**config.mk**
```make
export PLATFORM = sky130hd
export DESIGN_NAME = csoc_top
export DESIGN_NICKNAME = d
export VERILOG_FILES = /design/src/hw/csoc_pkg.sv /design/src/hw/csoc_sync_if.sv /design/src/hw/csoc_sync.sv /design/src/hw/csoc_top.sv
export SDC_FILE = /design/constraint.sdc
export NUM_CORES = 1
export LEC_CHECK = 0
export ABC_AREA = 1
export BUFFER_PORTS_ARGS = -buffer_cell sky130_fd_sc_hd__clkbuf_2
export CAP_MARGIN = 0
export CORE_AREA = 2 2 90 92
export DETAILED_ROUTE_END_ITERATION = 10
export DIE_AREA = 0 0 92 94
export PLACE_DENSITY_LB_ADDON = 0.08
export SYNTH_ARGS = -nofsm -noshare
export SYNTH_HDL_FRONTEND = slang
export SYNTH_SLANG_ARGS = --single-unit
export TNS_END_PERCENT = 5
```
**constraint.sdc**
```tcl
create_clock -name clk_sys_i -period 4.4 [get_ports clk_sys_i]
set_clock_uncertainty 0.2 [all_clocks]
set_input_delay 0.44 -clock clk_sys_i [delete_from_list [all_inputs] [get_ports clk_sys_i]]
set_output_delay 0.44 -clock clk_sys_i [all_outputs]
set_load 0.02 [all_outputs]
```
**src/hw/csoc_pkg.sv**
```systemverilog
// package: constants and types for the current sense output control block
// Summary of operation
// - two select bits pick channel 0 current, channel 1 current, or temperature
// - both select bits zero puts the sense output in high impedance
// - track-and-hold keeps pre-turn-off current on the output while switching off
// - sense output disabled while any overcurrent window is active
// - sensing unavailable in fail-safe mode, or in normal mode without logic supply
// - reset low clears all serial registers, sense-select bits included
// - ready line pulled low when value valid, released at channel turn-off
package csoc_pkg;
  localparam int SENSE_WIDTH = 12;
  localparam logic [1:0] SEL_OFF = 2'h0;
  localparam logic [1:0] SEL_CH0 = 2'h1;
  localparam logic [1:0] SEL_CH1 = 2'h2;
  localparam logic [1:0] SEL_TEMP = 2'h3;
  localparam logic [1:0] SEL_RESET = 2'h0;
  localparam int SEL_LOW_POS = 0;
  localparam int SEL_HIGH_POS = 1;
  localparam int CLK_MHZ = 50;
  localparam int RESET_LOW_US = 10;
  localparam int RESET_LOW_CYCLES = RESET_LOW_US * CLK_MHZ;
  localparam logic [3:0] SETTLE_CYCLES = 4'h8;

  typedef enum logic [2:0] {
    SNS_IDLE = 3'b001,
    SNS_SETTLE = 3'b010,
    SNS_VALID = 3'b100
  } csoc_state_type;
endpackage : csoc_pkg

```
**src/hw/csoc_sync_if.sv**
```systemverilog
// interface: synchronised pin levels passed from the input stage to the core
`timescale 1ns/100ps
interface csoc_sync_if;
  logic [1:0] ch_on;
  logic [1:0] oc_window;
  logic fail_safe;
  logic vdd_ok;
  modport src (output ch_on, output oc_window, output fail_safe, output vdd_ok);
  modport dst (input ch_on, input oc_window, input fail_safe, input vdd_ok);
endinterface : csoc_sync_if

```
**src/hw/csoc_sync.sv**
```systemverilog
// module: two-stage synchronisers for status levels from outside the clock domain
`timescale 1ns/100ps
module csoc_sync
  import csoc_pkg::*;
(
  input wire logic clk_sys_i,
  input wire logic rst_n_i,
  input wire logic [1:0] ch_on_i,
  input wire logic [1:0] oc_window_i,
  input wire logic fail_safe_i,
  input wire logic vdd_ok_i,
  csoc_sync_if.src sync_o
);
  logic [5:0] meta_reg;
  logic [5:0] sync_reg;

  always_ff @(posedge clk_sys_i or negedge rst_n_i) begin
    if (!rst_n_i) begin
      meta_reg <= 6'h00;
      sync_reg <= 6'h00;
    end else begin
      meta_reg <= {vdd_ok_i, fail_safe_i, oc_window_i, ch_on_i};
      sync_reg <= meta_reg;
    end
  end

  assign sync_o.ch_on = sync_reg[1:0];
  assign sync_o.oc_window = sync_reg[3:2];
  assign sync_o.fail_safe = sync_reg[4];
  assign sync_o.vdd_ok = sync_reg[5];
endmodule // csoc_sync

```
**src/hw/csoc_top.sv**
```systemverilog
// module: sense output source selection, blanking, track-and-hold and ready line
`timescale 1ns/100ps
module csoc_top
  import csoc_pkg::*;
#(
  parameter int WIDTH = SENSE_WIDTH
) (
  input wire logic clk_sys_i,
  input wire logic rst_n_i,
  input wire logic sel_wr_i,
  input wire logic sense_select_low_bit_i,
  input wire logic sense_select_high_bit_i,
  input wire logic track_hold_wr_i,
  input wire logic track_hold_en_i,
  input wire logic [1:0] ch_on_i,
  input wire logic [1:0] oc_window_i,
  input wire logic fail_safe_i,
  input wire logic vdd_ok_i,
  input wire logic [WIDTH-1:0] ch0_current_i,
  input wire logic [WIDTH-1:0] ch1_current_i,
  input wire logic [WIDTH-1:0] temp_i,
  output logic [WIDTH-1:0] sense_output_o,
  output logic sense_output_oe_o,
  output logic sense_ready_o,
  output logic sense_ready_oe_o,
  output logic [1:0] sense_select_o
);
  // ****************************************
  // decoding
  // ****************************************
  // select code to channel mask; temperature and off select no channel
  function automatic logic [1:0] chan_mask_f(input logic [1:0] sel);
    logic [1:0] mask;
    mask = 2'h0;
    if (sel == SEL_CH0) begin
      mask = 2'h1;
    end else if (sel == SEL_CH1) begin
      mask = 2'h2;
    end
    return mask;
  endfunction

  // ****************************************
  // input stage
  // ****************************************
  csoc_sync_if sync_bus ();

  csoc_sync u_sync (
    .clk_sys_i(clk_sys_i),
    .rst_n_i(rst_n_i),
    .ch_on_i(ch_on_i),
    .oc_window_i(oc_window_i),
    .fail_safe_i(fail_safe_i),
    .vdd_ok_i(vdd_ok_i),
    .sync_o(sync_bus)
  );

  // ****************************************
  // configuration
  // ****************************************
  logic [1:0] sel_reg;
  logic th_en_reg;
  logic [1:0] sel_next;

  assign sel_next = {sense_select_high_bit_i, sense_select_low_bit_i};

  always_ff @(posedge clk_sys_i or negedge rst_n_i) begin
    if (!rst_n_i) begin
      sel_reg <= SEL_RESET;
      th_en_reg <= 1'b0;
    end else begin
      if (sel_wr_i) begin
        sel_reg <= sel_next;
      end
      if (track_hold_wr_i) begin
        th_en_reg <= track_hold_en_i;
      end
    end
  end

  // ****************************************
  // sample alignment
  // ****************************************
  // two delay stages so samples line up with the synced channel state;
  // buses must be quasi-static, a word caught mid-change is not coherent
  logic [WIDTH-1:0] ch0_d1_reg;
  logic [WIDTH-1:0] ch0_d2_reg;
  logic [WIDTH-1:0] ch1_d1_reg;
  logic [WIDTH-1:0] ch1_d2_reg;
  logic [WIDTH-1:0] temp_d1_reg;
  logic [WIDTH-1:0] temp_d2_reg;

  always_ff @(posedge clk_sys_i or negedge rst_n_i) begin
    if (!rst_n_i) begin
      ch0_d1_reg <= '0;
      ch0_d2_reg <= '0;
      ch1_d1_reg <= '0;
      ch1_d2_reg <= '0;
      temp_d1_reg <= '0;
      temp_d2_reg <= '0;
    end else begin
      ch0_d1_reg <= ch0_current_i;
      ch0_d2_reg <= ch0_d1_reg;
      ch1_d1_reg <= ch1_current_i;
      ch1_d2_reg <= ch1_d1_reg;
      temp_d1_reg <= temp_i;
      temp_d2_reg <= temp_d1_reg;
    end
  end

  // ****************************************
  // selection and blanking
  // ****************************************
  logic [1:0] ch_on_d_reg;
  logic [WIDTH-1:0] hold_reg;
  logic hold_act_reg;
  logic [1:0] sel_ch_onehot;
  logic sel_is_ch;
  logic sel_ch_on;
  logic turn_off;
  logic turn_on;
  logic blank;
  logic [WIDTH-1:0] live_val;
  logic [WIDTH-1:0] out_next;
  logic oe_next;
  logic hold_now;
  logic settle_go;

  assign sel_ch_onehot = chan_mask_f(sel_reg);
  assign sel_is_ch = |sel_ch_onehot;
  assign sel_ch_on = |(sel_ch_onehot & sync_bus.ch_on);
  assign turn_off = |(sel_ch_onehot & ch_on_d_reg & ~sync_bus.ch_on);
  assign turn_on = |(sel_ch_onehot & ~ch_on_d_reg & sync_bus.ch_on);
  // no logic supply, fail-safe or any overcurrent window forces the pin off
  assign blank = (|sync_bus.oc_window) || sync_bus.fail_safe || !sync_bus.vdd_ok;
  assign live_val = sel_ch_onehot[0] ? ch0_d2_reg :
                    sel_ch_onehot[1] ? ch1_d2_reg : temp_d2_reg;
  // hold starts in the turn-off cycle itself, so no late live sample slips out
  assign hold_now = hold_act_reg || (turn_off && th_en_reg);
  assign out_next = hold_now ? hold_reg : live_val;
  assign oe_next = (sel_reg != SEL_OFF) && !blank;
  // ready follows the level, so a channel already on when selected still settles
  assign settle_go = sel_ch_on && oe_next && !turn_off && !sel_wr_i;

  always_ff @(posedge clk_sys_i or negedge rst_n_i) begin
    if (!rst_n_i) begin
      ch_on_d_reg <= 2'h0;
      hold_reg <= '0;
      hold_act_reg <= 1'b0;
    end else begin
      ch_on_d_reg <= sync_bus.ch_on;
      if (sel_ch_on && !turn_off) begin
        hold_reg <= live_val;
      end
      if (turn_off && th_en_reg) begin
        hold_act_reg <= 1'b1;
      end else if (turn_on || !th_en_reg || !sel_is_ch || sel_wr_i) begin
        hold_act_reg <= 1'b0;
      end
    end
  end

  // ****************************************
  // ready line
  // ****************************************
  csoc_state_type state_reg;
  csoc_state_type state_next;
  logic [3:0] settle_reg;

  always_comb begin
    state_next = state_reg;
    unique case (state_reg)
      SNS_IDLE: begin
        if (settle_go) begin
          state_next = SNS_SETTLE;
        end
      end
      SNS_SETTLE: begin
        if (turn_off || !oe_next || sel_wr_i) begin
          state_next = SNS_IDLE;
        end else if (settle_reg == SETTLE_CYCLES) begin
          state_next = SNS_VALID;
        end
      end
      SNS_VALID: begin
        if (turn_off || !oe_next || sel_wr_i) begin
          state_next = SNS_IDLE;
        end
      end
    endcase
  end

  always_ff @(posedge clk_sys_i or negedge rst_n_i) begin
    if (!rst_n_i) begin
      state_reg <= SNS_IDLE;
      settle_reg <= 4'h0;
    end else begin
      state_reg <= state_next;
      settle_reg <= (state_reg == SNS_SETTLE) ? settle_reg + 4'h1 : 4'h0;
    end
  end

  // ****************************************
  // outputs
  // ****************************************
  // open drain ready: driven low only while valid, released otherwise
  always_ff @(posedge clk_sys_i or negedge rst_n_i) begin
    if (!rst_n_i) begin
      sense_output_o <= '0;
      sense_output_oe_o <= 1'b0;
      sense_ready_oe_o <= 1'b0;
      sense_select_o <= SEL_RESET;
    end else begin
      sense_output_o <= oe_next ? out_next : '0;
      sense_output_oe_o <= oe_next;
      sense_ready_oe_o <= (state_next == SNS_VALID);
      sense_select_o <= sel_reg;
    end
  end

  always_ff @(posedge clk_sys_i or negedge rst_n_i) begin
    if (!rst_n_i) begin
      sense_ready_o <= 1'b0;
    end else begin
      sense_ready_o <= 1'b0;
    end
  end
endmodule // csoc_top

```
Yosys cells after proc, flatten, opt, wreduce, memory -nomap -nowiden:

Cells that the tools add are included.

* memory bits (writable): 0
* latch bits: 0
* memories: 0
* memory bits (read-only): 0
* register bits after elaboration: 125
* output and inout bits: 17
* input bits: 49
* logic and storage cells: 76

* order comparisons: 0
* mux-type cells: 14
* equality and inequality tests: 7
* reduce and logical (&&, ||, !) cells: 28
* multipliers: 0
* div/mod/pow operators: 0
* bitwise logic cells: 7
* shifts and indexed selects: 0
* add/sub/neg operators: 1

Operators by type and width (number)
* $mux W12: 4
* $mux W3: 4
* $and A2 B2 Y2: 5
* $reduce_or A2 Y1: 5
* $pmux W3 S3: 1
* $logic_or A1 B1 Y1: 8
* $logic_not A1 Y1: 7
* $eq A3 B3 Y1 const B: 2
* $logic_and A1 B1 Y1: 6
* $add A4 B1 Y4 const B: 1
* $eq A4 B4 Y1 const B: 1
* $mux W2: 2
* $mux W4: 1
* $not A2 Y2: 2
* $reduce_bool A2 Y1: 2
* $eq A3 B1 Y1 const B: 1
* $eq A3 B2 Y1 const B: 1
* $eq A2 B1 Y1 const B: 1
* $eq A2 B2 Y1 const B: 1
* $mux W1: 2

Longest topological paths before layout:

Gate-level depths: netlist of run 1.

* depth in word-level cells: 12
* depth in mapped cells: 10
* depth with buffers taken out: 10

By module:

From an unflattened synthesis of run 1, not the netlist that was laid out.

* cell total of the unflattened synthesis: 342
* area, all modules: 4127.7 um^2

Modules (own cells, without submodules)
* csoc_top: sequential area each 2829.0 um^2, cells each 330, instances 1, area each 3827.4 um^2
* csoc_sync: sequential area each 300.3 um^2, cells each 12, instances 1, area each 300.3 um^2

Worst setup path before layout of run 1:

No wires, ideal clock.

* path kind: register -> register
* start point: register sel_reg[0]
* end point: register sense_output_o[10]
* data required time: 4.083 ns
* stages on the path, launching flop included: 11
* period minus slack after synthesis: 1.611 ns
* data arrival time: 1.295 ns
* slack: 2.789 ns
* library setup time: 0.117 ns
* path buffers: 1
* path through: dfrtp_1 > inv_1 > ha_1 > nand3_1 > nand2_2 > nand2_2 > nand2_4 > buf_6 > nand2_1 > nand2_1 > nor2_1

* cells in the longest elaborated chain, start to end: 10
* elaborated cells on any way between the ends: 15
* classes of those cells: eq/ne (2); mux (6); bitwise (2); reduce/logical (5)

RTL lines
* start: declaration: RTL line csoc_top.sv:61 `logic [1:0] sel_reg;`
* start signal: assignment: RTL line csoc_top.sv:73 `sel_reg <= sel_next;`
* $eq A2 B2 Y1: RTL line csoc_top.sv:37 `end else if (sel == SEL_CH1) begin`
* $mux W2: RTL line csoc_top.sv:37
* $mux W2: RTL line csoc_top.sv:35 `if (sel == SEL_CH0) begin`
* $and A2 B2 Y2 (2 in series): RTL line csoc_top.sv:132 `assign turn_off = |(sel_ch_onehot & ch_on_d_reg & ~sync_bus.ch_on);`
* $reduce_or A2 Y1: RTL line csoc_top.sv:132
* $logic_and A1 B1 Y1: RTL line csoc_top.sv:139 `assign hold_now = hold_act_reg || (turn_off && th_en_reg);`
* $logic_or A1 B1 Y1: RTL line csoc_top.sv:139
* $mux W12: RTL line csoc_top.sv:140 `assign out_next = hold_now ? hold_reg : live_val;`
* $mux W12 (*): RTL line csoc_top.sv:214 `sense_output_o <= oe_next ? out_next : '0;`
* end signal: assignment: RTL line csoc_top.sv:214
* end: declaration: RTL line csoc_top.sv:22 `output logic [WIDTH-1:0] sense_output_o,`

Mark *: on every way between the ends. The rest lies on a longest branch, timed or not.
A chain may end at the register's enable or synchronous reset.

Worst setup path in the final report of run 1:

* start point: register sel_reg[1]
* end point: register state_reg[2]

* cells in the longest elaborated chain, start to end: 11
* elaborated cells on any way between the ends: 22
* classes of those cells: eq/ne (2); mux (6); bitwise (3); reduce/logical (11)

RTL lines
* $eq A2 B2 Y1: RTL line csoc_top.sv:37
* $mux W2: RTL line csoc_top.sv:37
* $mux W2: RTL line csoc_top.sv:35
* $and A2 B2 Y2 (2 in series): RTL line csoc_top.sv:132
* $reduce_or A2 Y1: RTL line csoc_top.sv:132
* $logic_not A1 Y1: RTL line csoc_top.sv:143 `assign settle_go = sel_ch_on && oe_next && !turn_off && !sel_wr_i;`
* $logic_and A1 B1 Y1 (2 in series): RTL line csoc_top.sv:143
* $mux W3: RTL line csoc_top.sv:174 `if (settle_go) begin`
* $pmux W3 S3 (*): RTL line csoc_top.sv:172 `unique case (state_reg)`
* named net state_next[2]: RTL line csoc_top.sv:167 `csoc_state_type state_next;`
* end signal: assignment: RTL line csoc_top.sv:198 `state_reg <= state_next;`
* end: declaration: RTL line csoc_top.sv:166 `csoc_state_type state_reg;`

The timed path passes the listed nets; every way through them passes the cells marked *.

==> results_dict.tcl, run 1 <==
set metrics [dict create \
    yosys_warnings 0 \
    rows 32 \
    swShare_pct 25.30 \
    syn_nets 398 \
    htree_levels 4 \
    cp_max_fo 25 \
    postLayoutCellArea_um2 5548 \
    vias 2667 \
    hp-class "in -> reg" \
    syn_to_final_growth_pct 34.40 \
    fmax_ghz 0.4193 \
    start_util_pct 54.26 \
    drt_iter0_markers 126 \
    p_leak_uw 0.002702 \
    synth_cell_types 23 \
    grt_pass1_vias 2764 \
    rsz0062_at_grt "false" \
    cts_buffer_depth 2 \
    cts-resized-gates 0 \
    crit_required_ns 4.60 \
    internal_power_uw 2056 \
    startpoint_type "flip-flop" \
    status "finished clean" \
    clockRootBuffer "clkbuf_8" \
    maxSlewViolCount 0 \
    power_density_nw_per_um2 496.1 \
    clkPwrFrac_pct 44.8 \
    cts_sinks 125 \
    wl_um 7614 \
    cp-end-kind "flip-flop" \
    diodes 0 \
    ys_ff_latch 125 \
    p_sw_uw 696.2 \
    layout-drive-gt1-share_pct 21.25 \
    critPathMaxStageDelay_ns 0.50 \
    slew-limit-headroom_pct 60.01 \
    crit_type "reg -> reg" \
    antenna_found_initial 0 \
    cpMaxStageDelayCell "ha_1" \
    grt_start_max_net_pins 54 \
    tightestPinTransition_ns 0.5999 \
    dp_slack_ns 2.068 \
    cts_buffers 17 \
    crit_path_frequent_cell "nand2_1" \
    drc 0 \
    worst-path-buf-inv 2 \
    dieArea_um2 8648 \
    fin_ws_ns 2.015 \
    track_usage_pct 20.25 \
    crit_family "simple AND/OR/NAND/NOR gates" \
    viasPerCell 4.582 \
    setup_viol 0 \
    die_w_um 92 \
    hold_violations 0 \
    boundaryPins 66 \
    fill_cells 530 \
    seq_area_um2 3129 \
    combPwrFrac_pct 8.9 \
    cts_tree "yes" \
    syn_area_per_cell_um2 12.00 \
    syn_inst 344 \
    gp_congestion 0.7260 \
    power_frac_seq_pct 46.3 \
    cts.clk_slew.worst_paths_ns 0.06 \
    grt_pass1_wl_um 12740 \
    dr.pass1.iters 4 \
    ir_worst_vdd_uv 340.2 \
    die_h_um 94 \
    routedWlPerCell_um 13.08 \
    fin_nets 521 \
    placed_area_um2 4526 \
    io_buffers 64 \
    crit_arrival_ns 2.58 \
    drv_cap 0 \
    setup_tns_ns 0 \
    clk_latency_ns 0.52 \
    fin_crit_sh_pct 54.20 \
    period_minus_slack_ns 2.385 \
    syn_area_um2 4128 \
    multi_input_area_um2 807.0 \
    drtAntennaViolNets 0 \
    power_uw 2752 \
    ys_seq_area_share_pct 75.81 \
    worstPathCellList "inv_1, ha_1, nand2_1, nand2_1, inv_1, nor2_4, nand2_1, nand2_1, o21ai_0" \
    hpwlAfterDp_um 4290 \
    coreArea_um2 7607 \
    grt_overflow 0 \
]
## repair_timing
item | in CTS | in global routing
hold endpoints to repair | 67 | 0
hold buffers | 48 | 0
endpoints found under the setup margin | 0 | 0
setup buffers | 0 | 0
## stage by stage
step | hold WS (ns) | util [%] | instances
after floorplan | -0.05559 | - | 344
after global placement | 0.1324 | 59.49 | 502
after detailed placement | 0.1347 | 59.49 | 502
after CTS | 0.01179 | 72.93 | 582
after global routing | 0.03382 | 72.93 | 582
final | 0.01438 | 72.93 | 582
## worst reg2reg max path, cell delays in order, from the launching register on
cell and delay [ns]:
dfrtp_1 0.40, inv_1 0.10, ha_1 0.50, nand2_1 0.18
nand2_1 0.11, inv_1 0.06, nor2_4 0.39, nand2_1 0.17
nand2_1 0.08, o21ai_0 0.07
## path summary, 6_finish.rpt
path                                    start       endpoint  slack [ns]  cells past startpoint
worst max-delay path               sel_reg[1]   state_reg[2]        2.02                      9
worst min-delay path                 sel_wr_i     sel_reg[1]        0.01                      2
worst max register to register     sel_reg[1]   state_reg[2]        2.02                      9
worst min register to register  ch1_d1_reg[0]  ch1_d2_reg[0]        0.15                      0
max in group asynchronous             rst_n_i  ch0_d1_reg[3]        2.93                      3
min in group asynchronous             rst_n_i  settle_reg[2]        0.15                      2
## cell usage after synthesis
cell      count  area [µm²]
a21oi_1      24       120.1
dfstp_2       1       26.28
nand2_1      66       247.7
o31ai_1       1       7.510
buf_6         2       22.52
nor3_1        1       5.000
o21ai_0      17       85.08
nor2_4        1       11.26
a21boi_0      1       7.510
nor2_1       47       176.4
nand2_4       1       11.26
nand2_2       2       12.51
xnor2_1       1       8.760
buf_2         6       30.03
conb_1        1       3.750
xor2_1        1       8.760
buf_4         2       15.01
nand4_1       1       6.260
nand3_1       5       25.02
ha_1          5       62.56
dfrtp_1     124        3103
inv_1        33       123.9
o21a_1        1       7.510
## final cells by class
cell class,instances,area share (%)
well taps,102,2.300
repair buffers,114,14.75
flip-flops and latches,125,56.41
clock buffers,19,7.781
clock inverters,13,1.985
multi-input cells,176,14.55
inverters,33,2.233
## cell usage in the layout, fill, tap and decap left out, drive strengths merged, types with 3 or more instances in the layout
cell         instances
dfrtp              124
clkbuf              82
nor2                48
dlygate4sd3         48
buf                  3
clkinv               4
nand2               69
o21ai               17
nand3                5
a21oi               24
inv                 37
clkinvlp             5
ha                   5
## routing by layer
metal | wire length [µm] | part of all wire, % | GRT usage (%)
met5 | 0 | 0 | 0
met4 | 97 | 1.3 | 7.836
met3 | 360 | 4.7 | 7.223
met2 | 3839 | 50 | 33.46
met1 | 3317 | 44 | 24.62
## power by group through the flow
stage	Clock (µW)	Sequential, µW	Combinational (µW)
after floorplan	0	1290	128
after global placement	0	1290	201
after detailed placement	0	1300	206
after CTS	1250	1280	243
after global routing	1310	1280	278
final	1230	1270	244
## logic make-up after synthesis
logic type | after synthesis | share of synthesized area [%]
compound gates | 44 | 5.517
xor+xnor | 2 | 0.4244
fa+ha+maj | 5 | 1.516
buf+inv | 43 | 4.638
flops | 125 | 75.81
other cells | 1 | 0.09085
simple gates | 124 | 12.00
Power figures use the tool's default switching activity.
==> run 2: changes to the inputs <==
ABC_AREA = 0   (was 1)
clock period = 2.3 ns   (was 4.4 ns; I/O delays follow)
==> run 2 against run 1 <==
Global-route usage increased by 0.12 points. First-iteration DRC count up 4.0%. Final cell count is 9.3% lower. Sequential power grew 94%. Non-clock buffer count up 14. Highest routed layer unchanged. Area after synthesis increased by 0.33%. Critical path type unchanged. Utilization is 3.5 points higher. Critical endpoint unchanged. Combinational power up 84%.
==> results_dict.tcl, run 2 <==
set metrics [dict create \
    status "finished clean" \
    syn_area_um2 4141 \
    syn_to_final_growth_pct 40.45 \
    crit_arrival_ns 2.48 \
    ys_ff_latch 125 \
    cp-end-kind "flip-flop" \
    use_met2_pct 32.23 \
    drc 0 \
    critPathMaxStageDelay_ns 0.47 \
    fin_nets 468 \
    gp_congestion 0.7046 \
    yosysMostFrequentCell "dfrtp_1" \
    grt_pass1_vias 2705 \
    synth_flop_cell "dfrtp_1" \
    slew-limit-headroom_pct 57.58 \
    worstPathCellList "inv_2, ha_1, or3b_1, or3_4, or4_4, o32ai_4" \
    dr.pass1.iters 4 \
    drv_cap 0 \
    crit_type "reg -> reg" \
    dieArea_um2 8648 \
    crit_required_ns 2.51 \
    async_flop_share_pct 100.0 \
    start_util_pct 54.44 \
    diodes 0 \
    layout-drive-gt1-share_pct 29.34 \
    seq_area_um2 3129 \
    die_h_um 94 \
    cts_buffers 17 \
    grt_overflow 0 \
    fmax_ghz 0.4408 \
    setup_tns_ns 0 \
    layout_commonest_cell "dfrtp_1" \
    fin_crit_sh_pct 98.63 \
    synth_area_leaders "dfrtp_1, o21ai_0, mux2_2" \
    cts_sinks 125 \
    synth_commonest_cells "dfrtp_1, o21ai_0, nand2_1" \
    setup_viol 0 \
    track_usage_pct 20.37 \
    rows 32 \
    use_met1_pct 26.35 \
    cts.clk_slew.worst_paths_ns 0.06 \
    antenna_found_initial 0 \
    synth_top_area_cell "dfrtp_1" \
    drtAntennaViolNets 0 \
    grt_start_max_net_pins 59 \
    cts_buffer_depth 2 \
    yosysTopAreaCellShare_pct 74.92 \
    boundaryPins 66 \
    grt_busiest_layer "met2" \
    routedWlPerCell_um 14.64 \
    cpMaxStageDelayCell "or4_4" \
    synth_cell_types 36 \
    crit_family "simple AND/OR/NAND/NOR gates" \
    syn_area_per_cell_um2 14.79 \
    clockRootBuffer "clkbuf_8" \
    dp_slack_ns -0.08847 \
    io_buffers 64 \
    power_density_nw_per_um2 970.0 \
    syn_inst 280 \
    startpoint_type "flip-flop" \
    ys_seq_area_share_pct 75.56 \
    viasPerCell 4.854 \
    cts_tree "yes" \
    syn_nets 334 \
    drt_iter0_markers 131 \
    synth_edf_count 0 \
    yosys_warnings 0 \
    maxSlewViolCount 0 \
    hpwlAfterDp_um 4303 \
    tightestPinTransition_ns 0.6343 \
    multi_input_area_um2 953.4 \
    worst-path-buf-inv 1 \
    hp-class "in -> async" \
    fill_cells 493 \
    clk_latency_ns 0.51 \
    fin_ws_ns 0.03155 \
    vias 2563 \
    htree_levels 4 \
    die_w_um 92 \
    met3_usage_pct 6.180 \
    coreArea_um2 7607 \
    rsz0062_at_grt "true" \
    final_cell_mix "dfrtp_1, clkbuf_2, dlygate4sd3_1, o21ai_0, nand2_1" \
    hold_violations 0 \
    grt_pass1_wl_um 12980 \
    cp_max_fo 4 \
    p_leak_uw 0.002697 \
    period_minus_slack_ns 2.268 \
    wl_um 7730 \
    ir_worst_vdd_uv 658.6 \
]
-- run 2: what timing repair did --
| action | in CTS | in global routing |
|---|---|---|
| setup endpoints to repair | 4 | 13 |
| endpoints found under the hold margin | 174 | 0 |
| pin swaps | 1 | 0 |
| gates resized for setup | 1 | 3 |
| setup buffers | 0 | 0 |
| hold buffers | 53 | 0 |
-- run 2: final timing paths --
path,from,slack (ns),endpoint,cells past startpoint
min,rst_n_i,0.10,sense_output_o[11],3
max reg2reg,sel_reg[0],0.03,state_reg[2],6
min in group clk_sys_i,ch1_d1_reg[10],0.15,ch1_d2_reg[10],0
min reg2reg,ch1_d1_reg[10],0.15,ch1_d2_reg[10],0
max,sel_reg[0],0.03,state_reg[2],6
max in group asynchronous,rst_n_i,0.79,hold_reg[1],3
-- run 2: through the flow --
stage,hold slack [ns],total power (µW),area [µm²],std cells,util (%)
global placement,-0.08800,2851,4646,444,61.07
floorplan,-0.2656,2693,4141,280,-
CTS,0.1065,5678,5801,528,76.25
detailed placement,-0.09214,2873,4646,444,61.07
finish,0.1037,5642,5817,528,76.46
global route,0.1261,5872,5817,528,76.46
-- run 2: cells by family after synthesis --
logic type               count (synthesis)  share of synthesized area, %
buffers and inverters                   20                         1.934
other                                    1                       0.09055
multiplexers                            25                         6.435
flip-flops                             125                         75.56
AO/OA/AOI/OAI                           54                         7.432
AND/OR/NAND/NOR                         48                         6.616
adder cells (fa/ha/maj)                  5                         1.511
XOR/XNOR                                 2                        0.4230
-- run 2: where the power goes --
part | leakage [µW] | internal [µW] | total, µW | switching, µW
Combinational | 0.000895 | 242 | 450 | 208
Clock | 0.000293 | 1790 | 2720 | 937
Sequential | 0.00151 | 2380 | 2470 | 87.1
Total | 0.00270 | 4410 | 5640 | 1230
-- run 2: per-layer routing --
metal	part of all wire, %	vias to the layer above
met2	50	68
li1	-	1220
met4	1.1	0
met5	0	-
met1	44	1267
met3	4.2	8
-- run 2: worst reg2reg max path, cell delays in order (launching register included) --
cell     delay [ns]
dfrtp_1        0.37
inv_2          0.05
ha_1           0.19
or3b_1         0.34
or3_4          0.34
or4_4          0.47
o32ai_4        0.22
-- run 2: area by class of cell --
cell class	instances	area share, %
flip-flops and latches	125	53.80
repair buffers	128	16.52
multi-input cells	135	16.39
clock buffers	18	7.356
clock inverters	13	3.291
well taps	102	2.194
inverters	7	0.4517
